**src/logic/scard_defines.svh**
```systemverilog
// Register offsets, field positions, reset values and timing counts of the card serial unit
`ifndef SCARD_DEFINES_SVH
`define SCARD_DEFINES_SVH
// Register offsets on the plain register port
`define SC_OFF_MODE      3'h0
`define SC_OFF_CTRL      3'h1
`define SC_OFF_TXBUF     3'h2
`define SC_OFF_FLAGS     3'h3
`define SC_OFF_RXBUF     3'h4
`define SC_OFF_CARD      3'h5
// serial_mode_reg fields
`define SC_MODE_GSM      7
`define SC_MODE_ODD      1
// serial_control_reg fields
`define SC_CTRL_TIE      7
`define SC_CTRL_RIE      6
`define SC_CTRL_TE       5
`define SC_CTRL_RE       4
`define SC_CTRL_CKSEL    1
`define SC_CTRL_CKOE     0
// serial_flags_reg fields
`define SC_FLG_TDE       7
`define SC_FLG_RDF       6
`define SC_FLG_ORE       5
`define SC_FLG_ERS       4
`define SC_FLG_PER       3
`define SC_FLG_TDONE     2
// card_mode_reg field
`define SC_CARD_EN       0
// Reset values
`define SC_RST_REG       8'h00
`define SC_RST_FLAGS     8'h84
// Timing: base clocks per bit, sample points, system clocks per base clock
`define SC_BIT_BASE      9'h174
`define SC_SAMPLE_POINT  9'h0B9
`define SC_ERR_SAMPLE    9'h05D
`define SC_BASE_DIV      3'h4
`define SC_BASE_HALF     3'h2
`define SC_LAST_BIT      4'hC
`endif

```
**src/logic/scard_pkg.sv**
```systemverilog
// Types shared by the card serial unit
`default_nettype none
package scard_pkg;
  typedef enum logic [1:0] {ST_IDLE, ST_RX, ST_TX} xfer_state_t;
endpackage
`default_nettype wire

```
**src/logic/smart_card_serial_interface.sv**
```systemverilog
// Smart card mode of the serial unit: registers, frame engine, card clock and requests
//
// Overview of operation
// - In gsm clock mode the card clock can be fixed keeping its full pulse width.
// - Only three requests exist in card mode; tx_finish_irq always stays low.
// - tx_ready_irq follows tx_done while tx_irq_enable is set; usable by DMA.
// - rx_ready_irq follows rx_buffer_full while rx_irq_enable is set; usable by DMA.
// - link_error_irq follows any error flag while rx_irq_enable is set; never DMA.
// - tx_done and tx_buffer_empty set together; a tx_buffer write clears both.
// - Hardware never clears error_signal_flag or parity_error_flag; software does.
// - Reading rx_buffer clears rx_buffer_full.
// - A receive error sets an error flag instead of rx_buffer_full.
// - In gsm mode clearing clock enable ends the running period, then holds the selected level; otherwise the clock stops at once.
// - Re-enabling the clock restarts it at a period boundary with normal duty.
// - Bits last 372 base clocks; reception syncs on the sampled start bit fall.
// - Each received bit is latched on the 186th base clock of its bit.
// - A parity error sets parity_error_flag and withholds rx_buffer_full.
// - Correct parity sets rx_buffer_full and leaves parity_error_flag clear.
// - After a good frame the data line stays released during the error slot.
// - A card error signal sets error_signal_flag, withholds tx_done, resends the byte.
// - No error signal means the byte is done: tx_done is set.
//
// Added by the designer: the register addresses and the plain strobed port.
`include "scard_defines.svh"
`default_nettype none
module smart_card_serial_interface (
  input  wire logic       I_CLK,
  input  wire logic       I_NRST,
  input  wire logic [2:0] I_ADDR,
  input  wire logic [7:0] I_WDATA,
  input  wire logic       I_WR,
  input  wire logic       I_RD,
  output logic      [7:0] O_RDATA,
  input  wire logic       I_DATA,
  output logic            O_DATA_OUT,
  output logic            O_DATA_OE,
  output logic            O_CARD_CLK,
  output logic            O_TX_READY_IRQ,
  output logic            O_RX_READY_IRQ,
  output logic            O_LINK_ERROR_IRQ,
  output logic            O_TX_FINISH_IRQ
);

  logic [7:0]               mode_r;
  logic [7:0]               ctrl_r;
  logic [7:0]               card_r;
  logic [7:0]               txbuf_r;
  logic [7:0]               rxbuf_r;
  logic [7:0]               flags_r;
  logic [7:0]               flags_nxt;
  logic [2:0]               div_r;
  logic                     base_tick;
  logic                     ck_run_r;
  logic                     d_s1_r;
  logic                     d_s2_r;
  logic                     d_prev_r;
  scard_pkg::xfer_state_t   st_r;
  logic [8:0]               etu_r;
  logic [3:0]               bit_r;
  logic [7:0]               shift_r;
  logic                     par_bad_r;
  logic                     card_err_r;
  logic                     frame_end;
  logic                     wr_tx;
  logic                     rd_rx;
  logic                     card_on;

  // Parity of a byte under the selected odd or even sense
  function automatic logic par_of(input logic [7:0] b, input logic odd);
    par_of = (^b) ^ odd;
  endfunction

  assign wr_tx   = I_WR && (I_ADDR == `SC_OFF_TXBUF);
  assign rd_rx   = I_RD && (I_ADDR == `SC_OFF_RXBUF);
  assign card_on = card_r[`SC_CARD_EN];

  // Software-written configuration registers
  always_ff @(posedge I_CLK or negedge I_NRST)
  begin
    if (!I_NRST)
    begin
      mode_r  <= `SC_RST_REG;
      ctrl_r  <= `SC_RST_REG;
      card_r  <= `SC_RST_REG;
      txbuf_r <= `SC_RST_REG;
    end
    else if (I_WR)
    begin
      case (I_ADDR)
        `SC_OFF_MODE:  mode_r  <= I_WDATA;
        `SC_OFF_CTRL:  ctrl_r  <= I_WDATA;
        `SC_OFF_CARD:  card_r  <= I_WDATA;
        `SC_OFF_TXBUF: txbuf_r <= I_WDATA;
        default:       ;
      endcase
    end
  end

  // Read data, valid only in the cycle after the strobe
  always_ff @(posedge I_CLK or negedge I_NRST)
  begin
    if (!I_NRST)
      O_RDATA <= 8'h00;
    else if (I_RD)
    begin
      case (I_ADDR)
        `SC_OFF_MODE:  O_RDATA <= mode_r;
        `SC_OFF_CTRL:  O_RDATA <= ctrl_r;
        `SC_OFF_TXBUF: O_RDATA <= txbuf_r;
        `SC_OFF_FLAGS: O_RDATA <= flags_r;
        `SC_OFF_RXBUF: O_RDATA <= rxbuf_r;
        `SC_OFF_CARD:  O_RDATA <= card_r;
        default:       O_RDATA <= 8'h00;
      endcase
    end
    else
      O_RDATA <= 8'h00;
  end

  // Base clock divider; it also paces the card clock so both share one period
  always_ff @(posedge I_CLK or negedge I_NRST)
  begin
    if (!I_NRST)
      div_r <= 3'h0;
    else if (div_r == `SC_BASE_DIV - 3'h1)
      div_r <= 3'h0;
    else
      div_r <= div_r + 3'h1;
  end
  assign base_tick = (div_r == `SC_BASE_DIV - 3'h1);

  // Card clock run flag changes at a period boundary to protect the duty cycle, except that clearing clock enable outside gsm mode drops it at once
  always_ff @(posedge I_CLK or negedge I_NRST)
  begin
    if (!I_NRST)
      ck_run_r <= 1'b0;
    else if (!ctrl_r[`SC_CTRL_CKOE] && !mode_r[`SC_MODE_GSM])
      ck_run_r <= 1'b0;
    else if (base_tick)
      ck_run_r <= ctrl_r[`SC_CTRL_CKOE] && card_on;
  end

  // Card clock pin: high half then low half; fixed level while stopped
  // A start, or a stop in gsm mode, takes effect on the boundary edge itself, so the first high half is full
  always_ff @(posedge I_CLK or negedge I_NRST)
  begin
    if (!I_NRST)
      O_CARD_CLK <= 1'b0;
    else if (base_tick ? (ctrl_r[`SC_CTRL_CKOE] && card_on) : ck_run_r)
      O_CARD_CLK <= (div_r == `SC_BASE_DIV - 3'h1) || (div_r < `SC_BASE_HALF - 3'h1);
    else
      O_CARD_CLK <= ctrl_r[`SC_CTRL_CKSEL];
  end

  // Data line synchroniser plus one stage for the start edge
  always_ff @(posedge I_CLK or negedge I_NRST)
  begin
    if (!I_NRST)
    begin
      d_s1_r   <= 1'b1;
      d_s2_r   <= 1'b1;
      d_prev_r <= 1'b1;
    end
    else
    begin
      d_s1_r   <= I_DATA;
      d_s2_r   <= d_s1_r;
      d_prev_r <= d_s2_r;
    end
  end

  assign frame_end = base_tick && (etu_r == `SC_BIT_BASE - 9'h001) &&
                     (((st_r == scard_pkg::ST_RX) && (bit_r == `SC_LAST_BIT - 4'h1)) ||
                      ((st_r == scard_pkg::ST_TX) && (bit_r == `SC_LAST_BIT)));

  // Frame sequencer: state, base clock count within a bit, bit index
  always_ff @(posedge I_CLK or negedge I_NRST)
  begin
    if (!I_NRST)
    begin
      st_r  <= scard_pkg::ST_IDLE;
      etu_r <= 9'h000;
      bit_r <= 4'h0;
    end
    else if (!card_on)
      st_r <= scard_pkg::ST_IDLE;
    else
    begin
      case (st_r)
        scard_pkg::ST_IDLE:
        begin
          etu_r <= 9'h000;
          bit_r <= 4'h0;
          if (ctrl_r[`SC_CTRL_TE] && !flags_r[`SC_FLG_TDE] && !wr_tx && base_tick)
            st_r <= scard_pkg::ST_TX;
          else if (ctrl_r[`SC_CTRL_RE] && d_prev_r && !d_s2_r)
            st_r <= scard_pkg::ST_RX;
        end
        scard_pkg::ST_RX, scard_pkg::ST_TX:
        begin
          if (frame_end)
            st_r <= scard_pkg::ST_IDLE;
          else if ((st_r == scard_pkg::ST_RX) && base_tick && (bit_r == 4'h0) &&
                   (etu_r == `SC_SAMPLE_POINT) && d_s2_r)
            st_r <= scard_pkg::ST_IDLE; // False start: line back high at sample point
          if (base_tick)
          begin
            if (etu_r == `SC_BIT_BASE - 9'h001)
            begin
              etu_r <= 9'h000;
              bit_r <= bit_r + 4'h1;
            end
            else
              etu_r <= etu_r + 9'h001;
          end
        end
        default: st_r <= scard_pkg::ST_IDLE;
      endcase
    end
  end

  // Shift register and parity/error-signal verdicts
  always_ff @(posedge I_CLK or negedge I_NRST)
  begin
    if (!I_NRST)
    begin
      shift_r    <= 8'h00;
      par_bad_r  <= 1'b0;
      card_err_r <= 1'b0;
    end
    else if (st_r == scard_pkg::ST_IDLE)
    begin
      shift_r    <= txbuf_r; // Reloaded every time, so a retry resends the same byte
      par_bad_r  <= 1'b0;
      card_err_r <= 1'b0;
    end
    else if (base_tick && (st_r == scard_pkg::ST_RX) && (etu_r == `SC_SAMPLE_POINT))
    begin
      if ((bit_r >= 4'h1) && (bit_r <= 4'h8))
        shift_r <= {d_s2_r, shift_r[7:1]};
      if (bit_r == 4'h9)
        par_bad_r <= (d_s2_r != par_of(shift_r, mode_r[`SC_MODE_ODD]));
    end
    else if (base_tick && (st_r == scard_pkg::ST_TX) && (bit_r == 4'hB) &&
             (etu_r == `SC_ERR_SAMPLE))
      card_err_r <= !d_s2_r; // Card holds the line low in the error slot
  end

  // Data pin driver: transmit bits, or a low error pulse after a bad parity
  always_ff @(posedge I_CLK or negedge I_NRST)
  begin
    if (!I_NRST)
    begin
      O_DATA_OUT <= 1'b1;
      O_DATA_OE  <= 1'b0;
    end
    else if ((st_r == scard_pkg::ST_TX) && (bit_r <= 4'h9) && !frame_end)
    begin
      O_DATA_OE <= 1'b1;
      if (bit_r == 4'h0)
        O_DATA_OUT <= 1'b0;
      else if (bit_r == 4'h9)
        O_DATA_OUT <= par_of(shift_r, mode_r[`SC_MODE_ODD]);
      else
        O_DATA_OUT <= shift_r[bit_r[2:0] - 3'h1];
    end
    else if ((st_r == scard_pkg::ST_RX) && par_bad_r &&
             (((bit_r == 4'hA) && (etu_r >= `SC_SAMPLE_POINT + 9'h001)) ||
              ((bit_r == 4'hB) && (etu_r <= `SC_SAMPLE_POINT))))
    begin
      O_DATA_OE  <= 1'b1;
      O_DATA_OUT <= 1'b0;
    end
    else
    begin
      O_DATA_OE  <= 1'b0;
      O_DATA_OUT <= 1'b1;
    end
  end

  // Status flags; a hardware set always wins over a software clear in the same cycle
  always_comb
  begin
    flags_nxt = flags_r;
    if (I_WR && (I_ADDR == `SC_OFF_FLAGS))
    begin
      flags_nxt[`SC_FLG_ORE] = flags_r[`SC_FLG_ORE] & I_WDATA[`SC_FLG_ORE];
      flags_nxt[`SC_FLG_ERS] = flags_r[`SC_FLG_ERS] & I_WDATA[`SC_FLG_ERS];
      flags_nxt[`SC_FLG_PER] = flags_r[`SC_FLG_PER] & I_WDATA[`SC_FLG_PER];
    end
    if (wr_tx)
    begin
      flags_nxt[`SC_FLG_TDE]   = 1'b0;
      flags_nxt[`SC_FLG_TDONE] = 1'b0;
    end
    if (rd_rx)
      flags_nxt[`SC_FLG_RDF] = 1'b0;
    if (frame_end && (st_r == scard_pkg::ST_RX))
    begin
      if (par_bad_r)
        flags_nxt[`SC_FLG_PER] = 1'b1;
      else if (flags_r[`SC_FLG_RDF] && !rd_rx)
        flags_nxt[`SC_FLG_ORE] = 1'b1;
      else
        flags_nxt[`SC_FLG_RDF] = 1'b1;
    end
    if (frame_end && (st_r == scard_pkg::ST_TX))
    begin
      if (card_err_r)
        flags_nxt[`SC_FLG_ERS] = 1'b1;
      else
      begin
        flags_nxt[`SC_FLG_TDONE] = 1'b1;
        flags_nxt[`SC_FLG_TDE]   = 1'b1;
      end
    end
  end

  always_ff @(posedge I_CLK or negedge I_NRST)
  begin
    if (!I_NRST)
      flags_r <= `SC_RST_FLAGS;
    else
      flags_r <= flags_nxt;
  end

  // Received byte is kept even on a parity error so software may inspect it
  always_ff @(posedge I_CLK or negedge I_NRST)
  begin
    if (!I_NRST)
      rxbuf_r <= 8'h00;
    else if (frame_end && (st_r == scard_pkg::ST_RX) &&
             (par_bad_r || !flags_r[`SC_FLG_RDF] || rd_rx))
      rxbuf_r <= shift_r;
  end

  // Request lines; only the data requests suit DMA, the error one goes to the processor
  always_ff @(posedge I_CLK or negedge I_NRST)
  begin
    if (!I_NRST)
    begin
      O_TX_READY_IRQ   <= 1'b0;
      O_RX_READY_IRQ   <= 1'b0;
      O_LINK_ERROR_IRQ <= 1'b0;
      O_TX_FINISH_IRQ  <= 1'b0;
    end
    else
    begin
      O_TX_READY_IRQ   <= flags_r[`SC_FLG_TDONE] && ctrl_r[`SC_CTRL_TIE];
      O_RX_READY_IRQ   <= flags_r[`SC_FLG_RDF] && ctrl_r[`SC_CTRL_RIE];
      O_LINK_ERROR_IRQ <= (flags_r[`SC_FLG_ORE] || flags_r[`SC_FLG_PER] ||
                           flags_r[`SC_FLG_ERS]) && ctrl_r[`SC_CTRL_RIE];
      O_TX_FINISH_IRQ  <= 1'b0;
    end
  end

endmodule
`default_nettype wire
```
**config.mk**
```make
export PLATFORM = sky130hd
export DESIGN_NAME = smart_card_serial_interface
export DESIGN_NICKNAME = d
export VERILOG_FILES = /design/src/logic/scard_pkg.sv /design/src/logic/smart_card_serial_interface.sv
export VERILOG_INCLUDE_DIRS = /design/src /design/src/logic
export SDC_FILE = /design/constraint.sdc
export NUM_CORES = 1
export LEC_CHECK = 0
export ABC_AREA = 1
export BUFFER_PORTS_ARGS = -buffer_cell sky130_fd_sc_hd__buf_2
export CAP_MARGIN = 20
export CORE_MARGIN = 3
export CORE_UTILIZATION = 50
export DETAILED_ROUTE_END_ITERATION = 10
export PLACE_DENSITY = 0.77
export SYNTH_ARGS = -nofsm -noshare
export SYNTH_HDL_FRONTEND = slang
export SYNTH_SLANG_ARGS = --single-unit
```
**constraint.sdc**
```tcl
create_clock -name I_CLK -period 2.1 [get_ports I_CLK]
set_input_delay 0.105 -clock I_CLK [delete_from_list [all_inputs] [get_ports I_CLK]]
set_output_delay 0.105 -clock I_CLK [all_outputs]
set_load 0.05 [all_outputs]
```
# == Yosys cells after proc, flatten, opt, wreduce, memory -nomap -nowiden ==
# Cells that the tools add are included.
# op_classes
n_addsub,4
magnitude_cmp,7
eq_ne,21
mux,51
n_bitwise,4
reduce_logical,71
# ops
cell,n
8-bit one-hot mux with 6 select lines,1
1-bit logical AND,36
8-bit two-way mux,4
1-bit two-way mux,29
9-bit two-way mux,2
9-bit one-hot mux with 2 select lines,1
"4-bit == test, second input constant",4
2-bit AND reduction,8
2-bit two-way mux,7
2-bit nonzero test,5
"9-bit by 1-bit adder with 9-bit output, second input constant",1
"3-bit by 2-bit == test with 1-bit output, second input constant",3
"9-bit by 7-bit == test with 1-bit output, second input constant",1
"9-bit by 8-bit == test with 1-bit output, second input constant",1
"9-bit == test, second input constant",1
"9-bit by 8-bit >= comparator with 1-bit output, second input constant",1
"9-bit by 8-bit less-or-equal comparator with 1-bit output, second input constant",1
"4-bit less-or-equal comparator, second input constant",2
1-bit logical NOT,8
4-bit two-way mux,2
"4-bit inequality test, second input constant",2
4-bit one-hot mux with 2 select lines,1
8-bit XOR reduction,1
1-bit logical OR,7
23 further kinds,29
# totals
regBits,92
inputBits,16
out_inout_bits,15
word_cells,182

# == Depth between registers and ports, before layout ==
# Gate-level depths: netlist of run 1.
# depth
ltp_word,9
depth_mapped,13
depth_no_buf,12

# == Least setup slack after synthesis of run 1 ==
# Ideal clock, no wire load.
# synth_path
path_kind,reg2reg
startpoint,register st_r[0]
endpoint,register etu_r[6]
setup_ns,0.117
arrival_ns,1.557
required_ns,1.983
setup_slack_ns,0.426
path_stages_with_launch,12
n_path_buf,0
period_less_slack_ns,1.674
cell_sequence,dfrtp_1 > inv_1 > ha_1 > nand2_1 > nand2_1 > nand2_1 > inv_1 > nand3_1 > nor3_2 > nand2_1 > nor2_1 > nor2_1
# synth_via
elab_chain_len,4
elab_cells_between_ends,8
cone_classes,3 x eq/ne; 1 x mux; 4 x reduce/logical
# synth_lines
element,line,rtl
"start, declared",smart_card_serial_interface.sv:57,scard_pkg::xfer_state_t st_r;
"start signal, assigned",smart_card_serial_interface.sv:181,st_r <= scard_pkg::ST_IDLE;
"start signal, assigned",smart_card_serial_interface.sv:186,st_r <= scard_pkg::ST_IDLE;
"start signal, assigned",smart_card_serial_interface.sv:195,st_r <= scard_pkg::ST_TX;
2-bit == test / 2-bit by 1-bit == test with 1-bit output (equally long branches),smart_card_serial_interface.sv:189,case (st_r)
2-bit OR reduction,smart_card_serial_interface.sv:189,
2-bit inequality test (no line) / 2-bit nonzero test (equally long branches),-,
3-bit AND reduction (no line),-,
"end signal, assigned",smart_card_serial_interface.sv:214,etu_r <= etu_r + 9'h001;
"end, declared",smart_card_serial_interface.sv:58,logic [8:0] etu_r;
# Parallel ways exist; a longest one is shown, timed or not.
# A chain may end at the register's enable or synchronous reset.

# == Worst setup path in the final report of run 1 ==
# layout_path
startpoint,register st_r[1]
endpoint,register bit_r[0]
# layout_via
elab_chain_len,4
elab_cells_between_ends,9
cone_classes,4 x eq/ne; 1 x mux; 4 x reduce/logical
# layout_lines
element,line,rtl
2-bit == test / 2-bit by 1-bit == test with 1-bit output (equally long branches),smart_card_serial_interface.sv:189,
2-bit OR reduction,smart_card_serial_interface.sv:189,
2-bit inequality test (no line) / 2-bit nonzero test (equally long branches),-,
4-bit AND reduction (no line),-,
"end signal, assigned",smart_card_serial_interface.sv:211,bit_r <= bit_r + 4'h1;
"end, declared",smart_card_serial_interface.sv:59,logic [3:0] bit_r;
# Parallel ways exist; a longest one is shown, timed or not.

==> results of run 1 <==
==> timing repair <==
action	CTS	global route
gates resized for setup	0	4
endpoints found under the setup margin	0	9
hold buffers	3	0
buffers inserted	0	0
hold endpoints to repair	32	0
==> critical path, stage by stage (launching register included) <==
cell and delay (ns):
dfrtp_1 0.40, inv_1 0.08, ha_2 0.41, nand2_1 0.08
nand2_1 0.09, nand2_2 0.10, inv_2 0.09, nand2_1 0.15
inv_2 0.17, nand2_1 0.10, a21oi_1 0.15
==> cells by family (layout without fill, tap and decap cells) <==
logic type | Yosys count | count (layout) | share of synthesized area [%]
AO/OA/AOI/OAI | 120 | 120 | 14.7
XOR/XNOR | 4 | 4 | 0.750
adder cells (fa/ha/maj) | 12 | 12 | 3.21
buffers and inverters | 93 | 134 | 7.96
flip-flops | 92 | 92 | 49.5
other | 1 | 1 | 0.0803
AND/OR/NAND/NOR | 259 | 259 | 23.8
==> synth_stat cells (all sizes together), types with 2 or more instances <==
master  number
nor3         9
a211oi       2
xor2         3
dfstp        6
o22ai        5
buf          6
dfrtp       86
ha          12
clkbuf       5
a22oi        2
a41oi        2
a31oi        6
inv         81
nor3b        2
nand4        4
nand3b       2
o21ai       81
nand2      163
nor4         2
a221oi       2
a21oi       17
nor2        41
nand3       35
==> through the flow <==
| stage | std cells | setup WS (ns) | utilization, % |
|---|---|---|---|
| after floorplan | 581 | 0.426 | - |
| after global placement | 711 | 0.235 | 55.5 |
| after detailed placement | 711 | 0.149 | 55.5 |
| after CTS | 730 | 0.118 | 58.1 |
| after global routing | 730 | 0.00516 | 58.1 |
| final | 730 | 0.219 | 58.1 |
==> how the worst max path moves through the flow <==
stage                         from  slack [ns]                   end
5_1_grt        st_r[1]$_DFFE_PN0P_       0.005  etu_r[7]$_DFFE_PN0P_
3_3_place_gp   st_r[0]$_DFFE_PN0P_        0.23  bit_r[1]$_DFFE_PN0P_
6_report       st_r[1]$_DFFE_PN0P_        0.22  bit_r[0]$_DFFE_PN0P_
4_1_cts        st_r[1]$_DFFE_PN0P_        0.12  bit_r[0]$_DFFE_PN0P_
3_5_place_dp   st_r[1]$_DFFE_PN0P_        0.15  bit_r[0]$_DFFE_PN0P_
2_1_floorplan  st_r[0]$_DFFE_PN0P_        0.43  etu_r[6]$_DFFE_PN0P_
==> cell type report <==
| type | instances | area (um^2) | share of cell area (%) |
|---|---|---|---|
| clock buffer | 9 | 124 | 2.40 |
| clock inverter | 7 | 77.6 | 1.50 |
| timing repair buffer | 36 | 220 | 4.26 |
| multi-input combinational | 396 | 1990 | 38.6 |
| tap | 108 | 135 | 2.61 |
| sequential | 92 | 2310 | 44.7 |
| inverter | 82 | 308 | 5.95 |
==> per-layer routing <==
metal  track usage, %  up-vias  routed length (um)
li1                 -     1948                   -
met2             35.7      116                5090
met3             5.01       11                 568
met1             31.7     1935                5060
met5                0        -                   0
met4             6.86        0                 130
==> registers in the layout, indices dropped and copies added, names as in the netlist, 2 cells and up <==
| register | count |
|---|---|
| O_RDATA | 8 |
| shift_r | 8 |
| mode_r | 8 |
| ctrl_r | 8 |
| rxbuf_r | 8 |
| st_r | 2 |
| div_r | 3 |
| txbuf_r | 8 |
| etu_r | 9 |
| bit_r | 4 |
| card_r | 8 |
| flags_r | 6 |
==> where the power goes <==
group	internal (uW)	switching (uW)	total, uW
combinational	580	1210	1790
clock	475	739	1210
sequential	2050	260	2310
total	3100	2210	5310
==> key figures, run 1 <==
Status
  • Status: complete, no violations

Critical path
  • Internal reg-to-reg setup slack: 0.22 ns
  • Type of origin of the critical path: flip-flop
  • Kind of critical path: reg2reg
  • Launch point of the worst reg-to-reg path: st_r[1]$_DFFE_PN0P_
  • WP data required: 2.40 ns
  • Worst-case reg-to-reg path depth: 10
  • CP Data Arrival Time: 2.18 ns
  • Critical Path End Type: flip-flop
  • CP Max Fanout: 9
  • Reg2reg end: bit_r[0]$_DFFE_PN0P_

Timing
  • Final Skew: 0.0199 ns
  • Min cycle time layout: 1.88 ns
  • Post-Route Setup TNS: 0 ns
  • Final Hold Slack: 0.0299 ns
  • Slew Limit Fails: 0
  • Worst Tran Pin Value: 0.521 ns
  • Final Cycle Share: 89.5%
  • RSZ-0062 raised after global routing: yes
  • Slew HR: 65.2%
  • Final hold vios: 0
  • Max Clock Freq: 0.532 GHz
  • Final setup vio count: 0

Job
  • Number of max-cap violations: 0

Finish
  • FILL cells: 801
  • Most frequent cells in the layout: nand2_1 (160), dfrtp_1 (86), inv_1 (72)
  • Cell area after layout: 5170 um^2
  • Area Overhead vs Synth: 10.7%
  • Layout net count: 645
  • Most common cell after layout, fill and taps aside: nand2_1
  • Antenna fix cells: 0
  • Share of cells above drive strength 1: 13.7%

Drt
  • Via Count: 4010
  • Drt first-iter violations: 250
  • Via density: 5.49
  • # DRC: 0
  • WL/cell: 14.9 um
  • Drt pass-1 iters: 5
  • Routed wire length: 10.8 mm
  • Remaining antenna violation count after routing: 0

Floorplan
  • Die Width: 103 um
  • Initial Utilization: 52.5%
  • Ports: 31
  • Core ar.: 8890 um^2
  • Die area: 10500 um^2
  • Row count: 34
  • Die H: 103 um

Synth
  • Synth area leader: dfrtp_1
  • Mapped Cells: 581
  • Synthesized area: 4670 um^2
  • Number of flops mapped to enable cells by yosys: 0
  • Syn nets: 609
  • Yosys warns: 0
  • Register bit count reported by yosys: 92
  • Synth top area share: 46.1%
  • Primary FF master, synth: dfrtp_1
  • Syn avg cell area: 8.04 um^2
  • Sequential-to-total area share from yosys stat: 49.5%
  • Synth top area cells: dfrtp_1 (46%), nand2_1 (13%), o21ai_0 (7.5%)
  • Netlist cell types: 41
  • Fraction of registers with async set/reset: 100%

GRT
  • GRT Total Usage: 22.8%
  • Number of global-route vias before repair: 3904
  • Largest net degree at the start of global routing: 63
  • Total grt overflow: 0
  • Antenna violations before repair: 0
  • First-pass GRT wire length: 18.9 mm

CTS
  • H-tree levels: 3
  • Clk root buf: clkbuf_8
  • Number of buffers created by CTS: 9
  • Clock Latency Late Sink: 0.38 ns
  • CTS tree: built
  • Clock transition at the registers of the reported paths: 0.10 ns
  • Num Clock Sinks: 92
  • Max Buffers Root-to-Sink: 2

Worst hold path
  • Hold path depth: 3
  • Hold_sp: I_WDATA[5]
  • Hold Path Class: in2reg
  • Worst hold endpoint: flags_r[5]$_DFF_PN0_

Power and ir drop
  • Tot Pwr: 5310 uW
  • Pwr dens: 1030 nW/um^2
  • Leak: 0.00258 uW
  • Maximum vdd drop: 543 uV

Placed design
  • IO buf count: 29
  • Hpwl dp: 8.21 mm
  • Placed cell area: 4930 um^2
  • GPL Wtd Cong: 0.925
Note: power is estimated with default switching activity, not from simulation.
==> run 2: changes to the inputs <==
CORE_UTILIZATION = 55   (was 50)
PLACE_DENSITY = 0.82   (was 0.77)
==> run 2 against run 1 <==
  * Register-to-register slack got worse by 0.03 ns
  * Combinational power barely moved
  * Largest power group unchanged
  * Highest routed layer unchanged
  * Cell count decreased by 0.68%
  * Fmax fell by 1.6%
  * Utilization is 6.7 points higher
==> key figures, run 2 (synthesis results as in run 1) <==
Status
  • Status: complete, no violations

Timing
  • Max Clock Freq: 0.523 GHz
  • Final Skew: 0.00806 ns
  • Final Cycle Share: 91.0%
  • Worst Tran Pin Value: 0.652 ns
  • Final worst slack: 0.188 ns
  • Post-Route Setup TNS: 0 ns
  • Slew Limit Fails: 0
  • Final setup vio count: 0
  • Min cycle time layout: 1.91 ns
  • RSZ-0062 raised after global routing: yes
  • Final hold vios: 0
  • Slew HR: 56.5%

Drt
  • Remaining antenna violation count after routing: 0
  • Drt first-iter violations: 302
  • Max layer used: met4
  • Met3 Wirelength: 772 um
  • # DRC: 0
  • WL met1: 4.95 mm
  • Met2 Wirelength: 5.10 mm
  • Routed wire length: 11.0 mm
  • Via density: 5.54
  • Drt pass-1 iters: 5
  • WL/cell: 15.2 um
  • Via Count: 4016

Critical path
  • CP Max Fanout: 7
  • Type of origin of the critical path: flip-flop
  • WP data required: 2.36 ns
  • CP Data Arrival Time: 2.17 ns
  • Critical Path End Type: flip-flop
  • Kind of critical path: reg2reg
  • Worst-case reg-to-reg path depth: 11

CTS
  • Max Buffers Root-to-Sink: 2
  • Clk root buf: clkbuf_8
  • Clock transition at the registers of the reported paths: 0.09 ns
  • Clock Latency Late Sink: 0.36 ns
  • CTS tree: built
  • Number of buffers created by CTS: 9
  • H-tree levels: 3
  • Num Clock Sinks: 92

GRT
  • Total grt overflow: 0
  • Largest net degree at the start of global routing: 51
  • Number of global-route vias before repair: 3869
  • Antenna violations before repair: 0
  • First-pass GRT wire length: 18.8 mm
  • GRT Total Usage: 24.0%

Worst hold path
  • Hold path depth: 3
  • Hold Path Class: in2reg

Power and ir drop
  • Maximum vdd drop: 499 uV
  • Leak: 0.00258 uW
  • Pwr dens: 1020 nW/um^2

Finish
  • Most common cell after layout, fill and taps aside: nand2_1
  • Most frequent cells in the layout: nand2_1 (160), dfrtp_1 (86), inv_1 (72)
  • Layout net count: 646
  • Cell area after layout: 5160 um^2
  • Area Overhead vs Synth: 10.6%
  • Antenna fix cells: 0
  • Share of cells above drive strength 1: 13.8%
  • Final non-filler cell total: 725
  • Final core area utilization: 64.8%
  • Max reg flops: 9
  • Largest Register: etu_r

Placed design
  • Placed cell area: 4930 um^2
  • IO buf count: 29
  • Hpwl dp: 8.36 mm
  • DP Worst Slack: 0.140 ns
  • GPL Wtd Cong: 0.960
  • Placed instance count: 706

Job
  • Number of max-cap violations: 0

Floorplan
  • Die Width: 98.2 um
  • Die area: 9630 um^2
  • Initial Utilization: 58.6%
  • Die H: 98.2 um
  • Core ar.: 7970 um^2
  • Row count: 32
  • Ports: 31
-- run 2: cell types whose count changed in the layout (fill, tap and decap cells not counted) --
cell / delta
clkbuf_8: +1
inv_6: +1
clkinv_4: +1
inv_2: -1
buf_4: +1
inv_8: -2
clkinv_8: -1
inv_4: +1
-- run 2: final timing paths --
path / slack, ns / from / to
worst min register to register: 0.36 / d_s1_r$_DFF_PN1_ / d_s2_r$_DFF_PN1_
max in group asynchronous: 1.11 / I_NRST / d_s1_r$_DFF_PN1_
min in group asynchronous: 0.30 / I_NRST / etu_r[7]$_DFFE_PN0P_
worst min-delay path: 0.03 / I_WDATA[4] / flags_r[4]$_DFF_PN0_
worst max register to register: 0.19 / st_r[1]$_DFFE_PN0P_ / etu_r[6]$_DFFE_PN0P_
worst max-delay path: 0.19 / st_r[1]$_DFFE_PN0P_ / etu_r[6]$_DFFE_PN0P_
-- run 2: per-stage QoR --
| step | hold WS [ns] | total power, uW |
|---|---|---|
| finish | 0.0331 | 5250 |
| global route | 0.0489 | 5640 |
| CTS | 0.0214 | 5250 |
| detailed placement | 0.174 | 4080 |
| global placement | 0.166 | 4000 |
| floorplan | -0.191 | 3620 |
-- run 2: per-layer routing --
layer / GRT usage (%) / vias to the layer above
met3: 4.50 / 25
li1: - / 1960
met1: 35.2 / 1885
met5: 0 / -
met2: 37.2 / 146
met4: 5.88 / 0
-- run 2: report_power, final --
| part | switching, uW | total, uW | internal [uW] |
|---|---|---|---|
| Clock | 667 | 1150 | 487 |
| Combinational | 1210 | 1790 | 582 |
| Sequential | 254 | 2300 | 2050 |
-- run 2: final cells by class --
cell class              count  area (um^2)
multi-input cells         396         1990
repair buffers             37          228
flip-flops and latches     92         2310
inverters                  82          310
clock inverters             6         56.3
well taps                 102          128
clock buffers              10          138
fillers                   675         2800
-- run 2: what timing repair did --
item / in CTS / in global routing
hold buffers: 3 / 0
endpoints found under the setup margin: 0 / 16
resized for setup: 0 / 5
buffers inserted: 0 / 0
endpoints found under the hold margin: 49 / 0
-- run 2: critical path, cell delays in order (launching register included) --
cell and delay, ns:
dfrtp_1 0.39, inv_1 0.07, ha_2 0.40, nand2_1 0.08, nand2_1 0.07, nand2_1 0.13
inv_2 0.13, nand3_1 0.12, nor3_2 0.17, nand2_1 0.09, nor2_1 0.12, nor2_1 0.06
==> run 3: changes to the inputs <==
BUFFER_PORTS_ARGS = not set   (was -buffer_cell sky130_fd_sc_hd__buf_2)
DONT_BUFFER_PORTS = 1   (was not set)
PLACE_DENSITY = 0.78   (was 0.82)
clock period = 2 ns   (was 2.1 ns; I/O delays follow)
==> run 3 against run 2 <==
  * The run now ends with hold timing left
  * Fmax decreased by 0.37%
  * Power is 7.5% higher
  * Flip-flop and latch count unchanged
  * Utilization fell by 0.13 points
  * Clock power increased by 17%
  * Combinational power is essentially flat
  * First-iteration DRC count grew 0.99%
  * Wire length is 1.3% higher
  * Die area is the same
  * Sequential share of layout area grew 0.087 points
  * Via count fell by 0.17%
  * Critical endpoint is now etu_r[4]$_DFFE_PN0P_
==> key figures, run 3 (synthesis results as in run 1) <==
Timing
  • Final hold vios: 92
  • Post-Route Setup TNS: 0 ns
  • Final Skew: 0.0138 ns
  • Final Cycle Share: 95.9%
  • Slew HR: 66.1%
  • Slew Limit Fails: 0
  • Min cycle time layout: 1.92 ns
  • Final setup vio count: 0
  • RSZ-0062 raised after global routing: yes
  • Final Hold Slack: -0.584 ns
  • Worst Tran Pin Value: 0.508 ns
  • Max Clock Freq: 0.521 GHz

Finish
  • FILL cells: 676
  • Share of cells above drive strength 1: 9.08%
  • Area Overhead vs Synth: 10.3%
  • Largest Register: etu_r
  • Cell area after layout: 5150 um^2
  • Antenna fix cells: 0
  • Most frequent cells in the layout: nand2_1 (160), dfrtp_1 (86), inv_1 (73)
  • Most common cell after layout, fill and taps aside: nand2_1
  • Max reg flops: 9
  • Layout net count: 629

Drt
  • Routed wire length: 11.2 mm
  • # DRC: 0
  • Via density: 5.66
  • Drt pass-1 iters: 7
  • Drt first-iter violations: 305
  • WL/cell: 15.8 um
  • Via Count: 4009
  • Remaining antenna violation count after routing: 0

GRT
  • Grt met3 use: 4.50%
  • Antenna violations before repair: 0
  • GR peak layer: met2
  • GRT Total Usage: 24.2%
  • Total grt overflow: 0
  • First-pass GRT wire length: 18.7 mm
  • Met1 Use GR: 34.4%
  • Met2 usage: 36.0%
  • Number of global-route vias before repair: 3818
  • Largest net degree at the start of global routing: 93

Floorplan
  • Initial Utilization: 58.6%
  • Row count: 32
  • Core ar.: 7970 um^2
  • Die Width: 98.2 um
  • Die area: 9630 um^2
  • Ports: 31
  • Die H: 98.2 um

CTS
  • Clock transition at the registers of the reported paths: 0.10 ns
  • Clock Latency Late Sink: 0.37 ns
  • Cts hold-fix bufs: 15
  • Number of buffers created by CTS: 9
  • Clk root buf: clkbuf_8
  • H-tree levels: 3
  • Max Buffers Root-to-Sink: 2
  • CTS tree: built
  • Num Clock Sinks: 92

Placed design
  • Placed cell area: 4760 um^2
  • Hpwl dp: 8.01 mm
  • GPL Wtd Cong: 0.894
  • IO buf count: 0

Power and ir drop
  • Maximum vdd drop: 436 uV
  • Pwr dens: 1100 nW/um^2
  • Leak: 0.00250 uW
  • Tot Pwr: 5640 uW

Critical path
  • Launch point of the worst reg-to-reg path: st_r[0]$_DFFE_PN0P_
  • WP data required: 2.26 ns
  • Setup crit start: st_r[0]$_DFFE_PN0P_
  • CP Data Arrival Time: 2.18 ns
  • Critical Path End Type: flip-flop
  • Type of origin of the critical path: flip-flop
  • CP Max Fanout: 6
  • Kind of critical path: reg2reg

Status
  • Status: complete, but fails checks
  • Failing checks: hold timing

Worst hold path
  • Hold Path Class: in2async

Job
  • Number of max-cap violations: 0
## run 3: metrics by stage
step / instances / worst slack [ns] / hold slack, ns / util [%]
floorplan: 581 / 0.326 / -0.196 / -
finish: 708 / 0.0810 / -0.584 / 64.7
global route: 708 / -0.0591 / -0.609 / 64.7
detailed placement: 676 / 0.105 / -0.193 / 59.8
CTS: 707 / 0.0872 / -0.604 / 64.4
global placement: 676 / 0.212 / -0.193 / 59.8
## run 3: worst paths after layout
| check | depth (start not counted) | slack (ns) | endpoint |
|---|---|---|---|
| max | 9 | 0.08 | etu_r[4]$_DFFE_PN0P_ |
| min in group I_CLK | 3 | 0.02 | txbuf_r[7]$_DFFE_PN0P_ |
| min reg2reg | 0 | 0.36 | d_s2_r$_DFF_PN1_ |
| min | 0 | -0.58 | etu_r[4]$_DFFE_PN0P_ |
| max in group asynchronous | 0 | 2.39 | d_prev_r$_DFF_PN1_ |
| max reg2reg | 9 | 0.08 | etu_r[4]$_DFFE_PN0P_ |
## run 3: cell type report
type | count | area, um^2 | area share (%)
multi-input cells | 396 | 1990 | 38.7
clock buffers | 9 | 124 | 2.40
repair buffers | 20 | 200 | 3.88
flip-flops and latches | 92 | 2310 | 44.8
well taps | 102 | 128 | 2.48
inverters | 82 | 308 | 5.97
clock inverters | 7 | 92.6 | 1.80
## run 3: critical path, cell delays in order (launching register included)
cell and delay [ns]:
dfrtp_1 0.38, inv_1 0.07, ha_1 0.32, nand2_1 0.07, nand2_1 0.07, nand2_1 0.14, inv_2 0.12, nand3_1 0.13
o21ai_0 0.22, nor3b_1 0.29
## run 3: power breakdown
group          total (uW)  internal (uW)  switching, uW
Combinational        1800            641           1160
Sequential           2490           2150            346
Clock                1350            610            742
Total                5640           3400           2240
## run 3: what timing repair did
item | CTS | global route
gates resized for setup | 0 | 2
endpoints found under the hold margin | 133 | 92
setup buffers | 0 | 1
setup endpoints to repair | 0 | 22
## run 3: metal layers
metal	part of all wire [%]	vias up
met3	7.7	40
met5	0	-
met1	44	1865
li1	-	1918
met2	45	186
met4	3.2	0
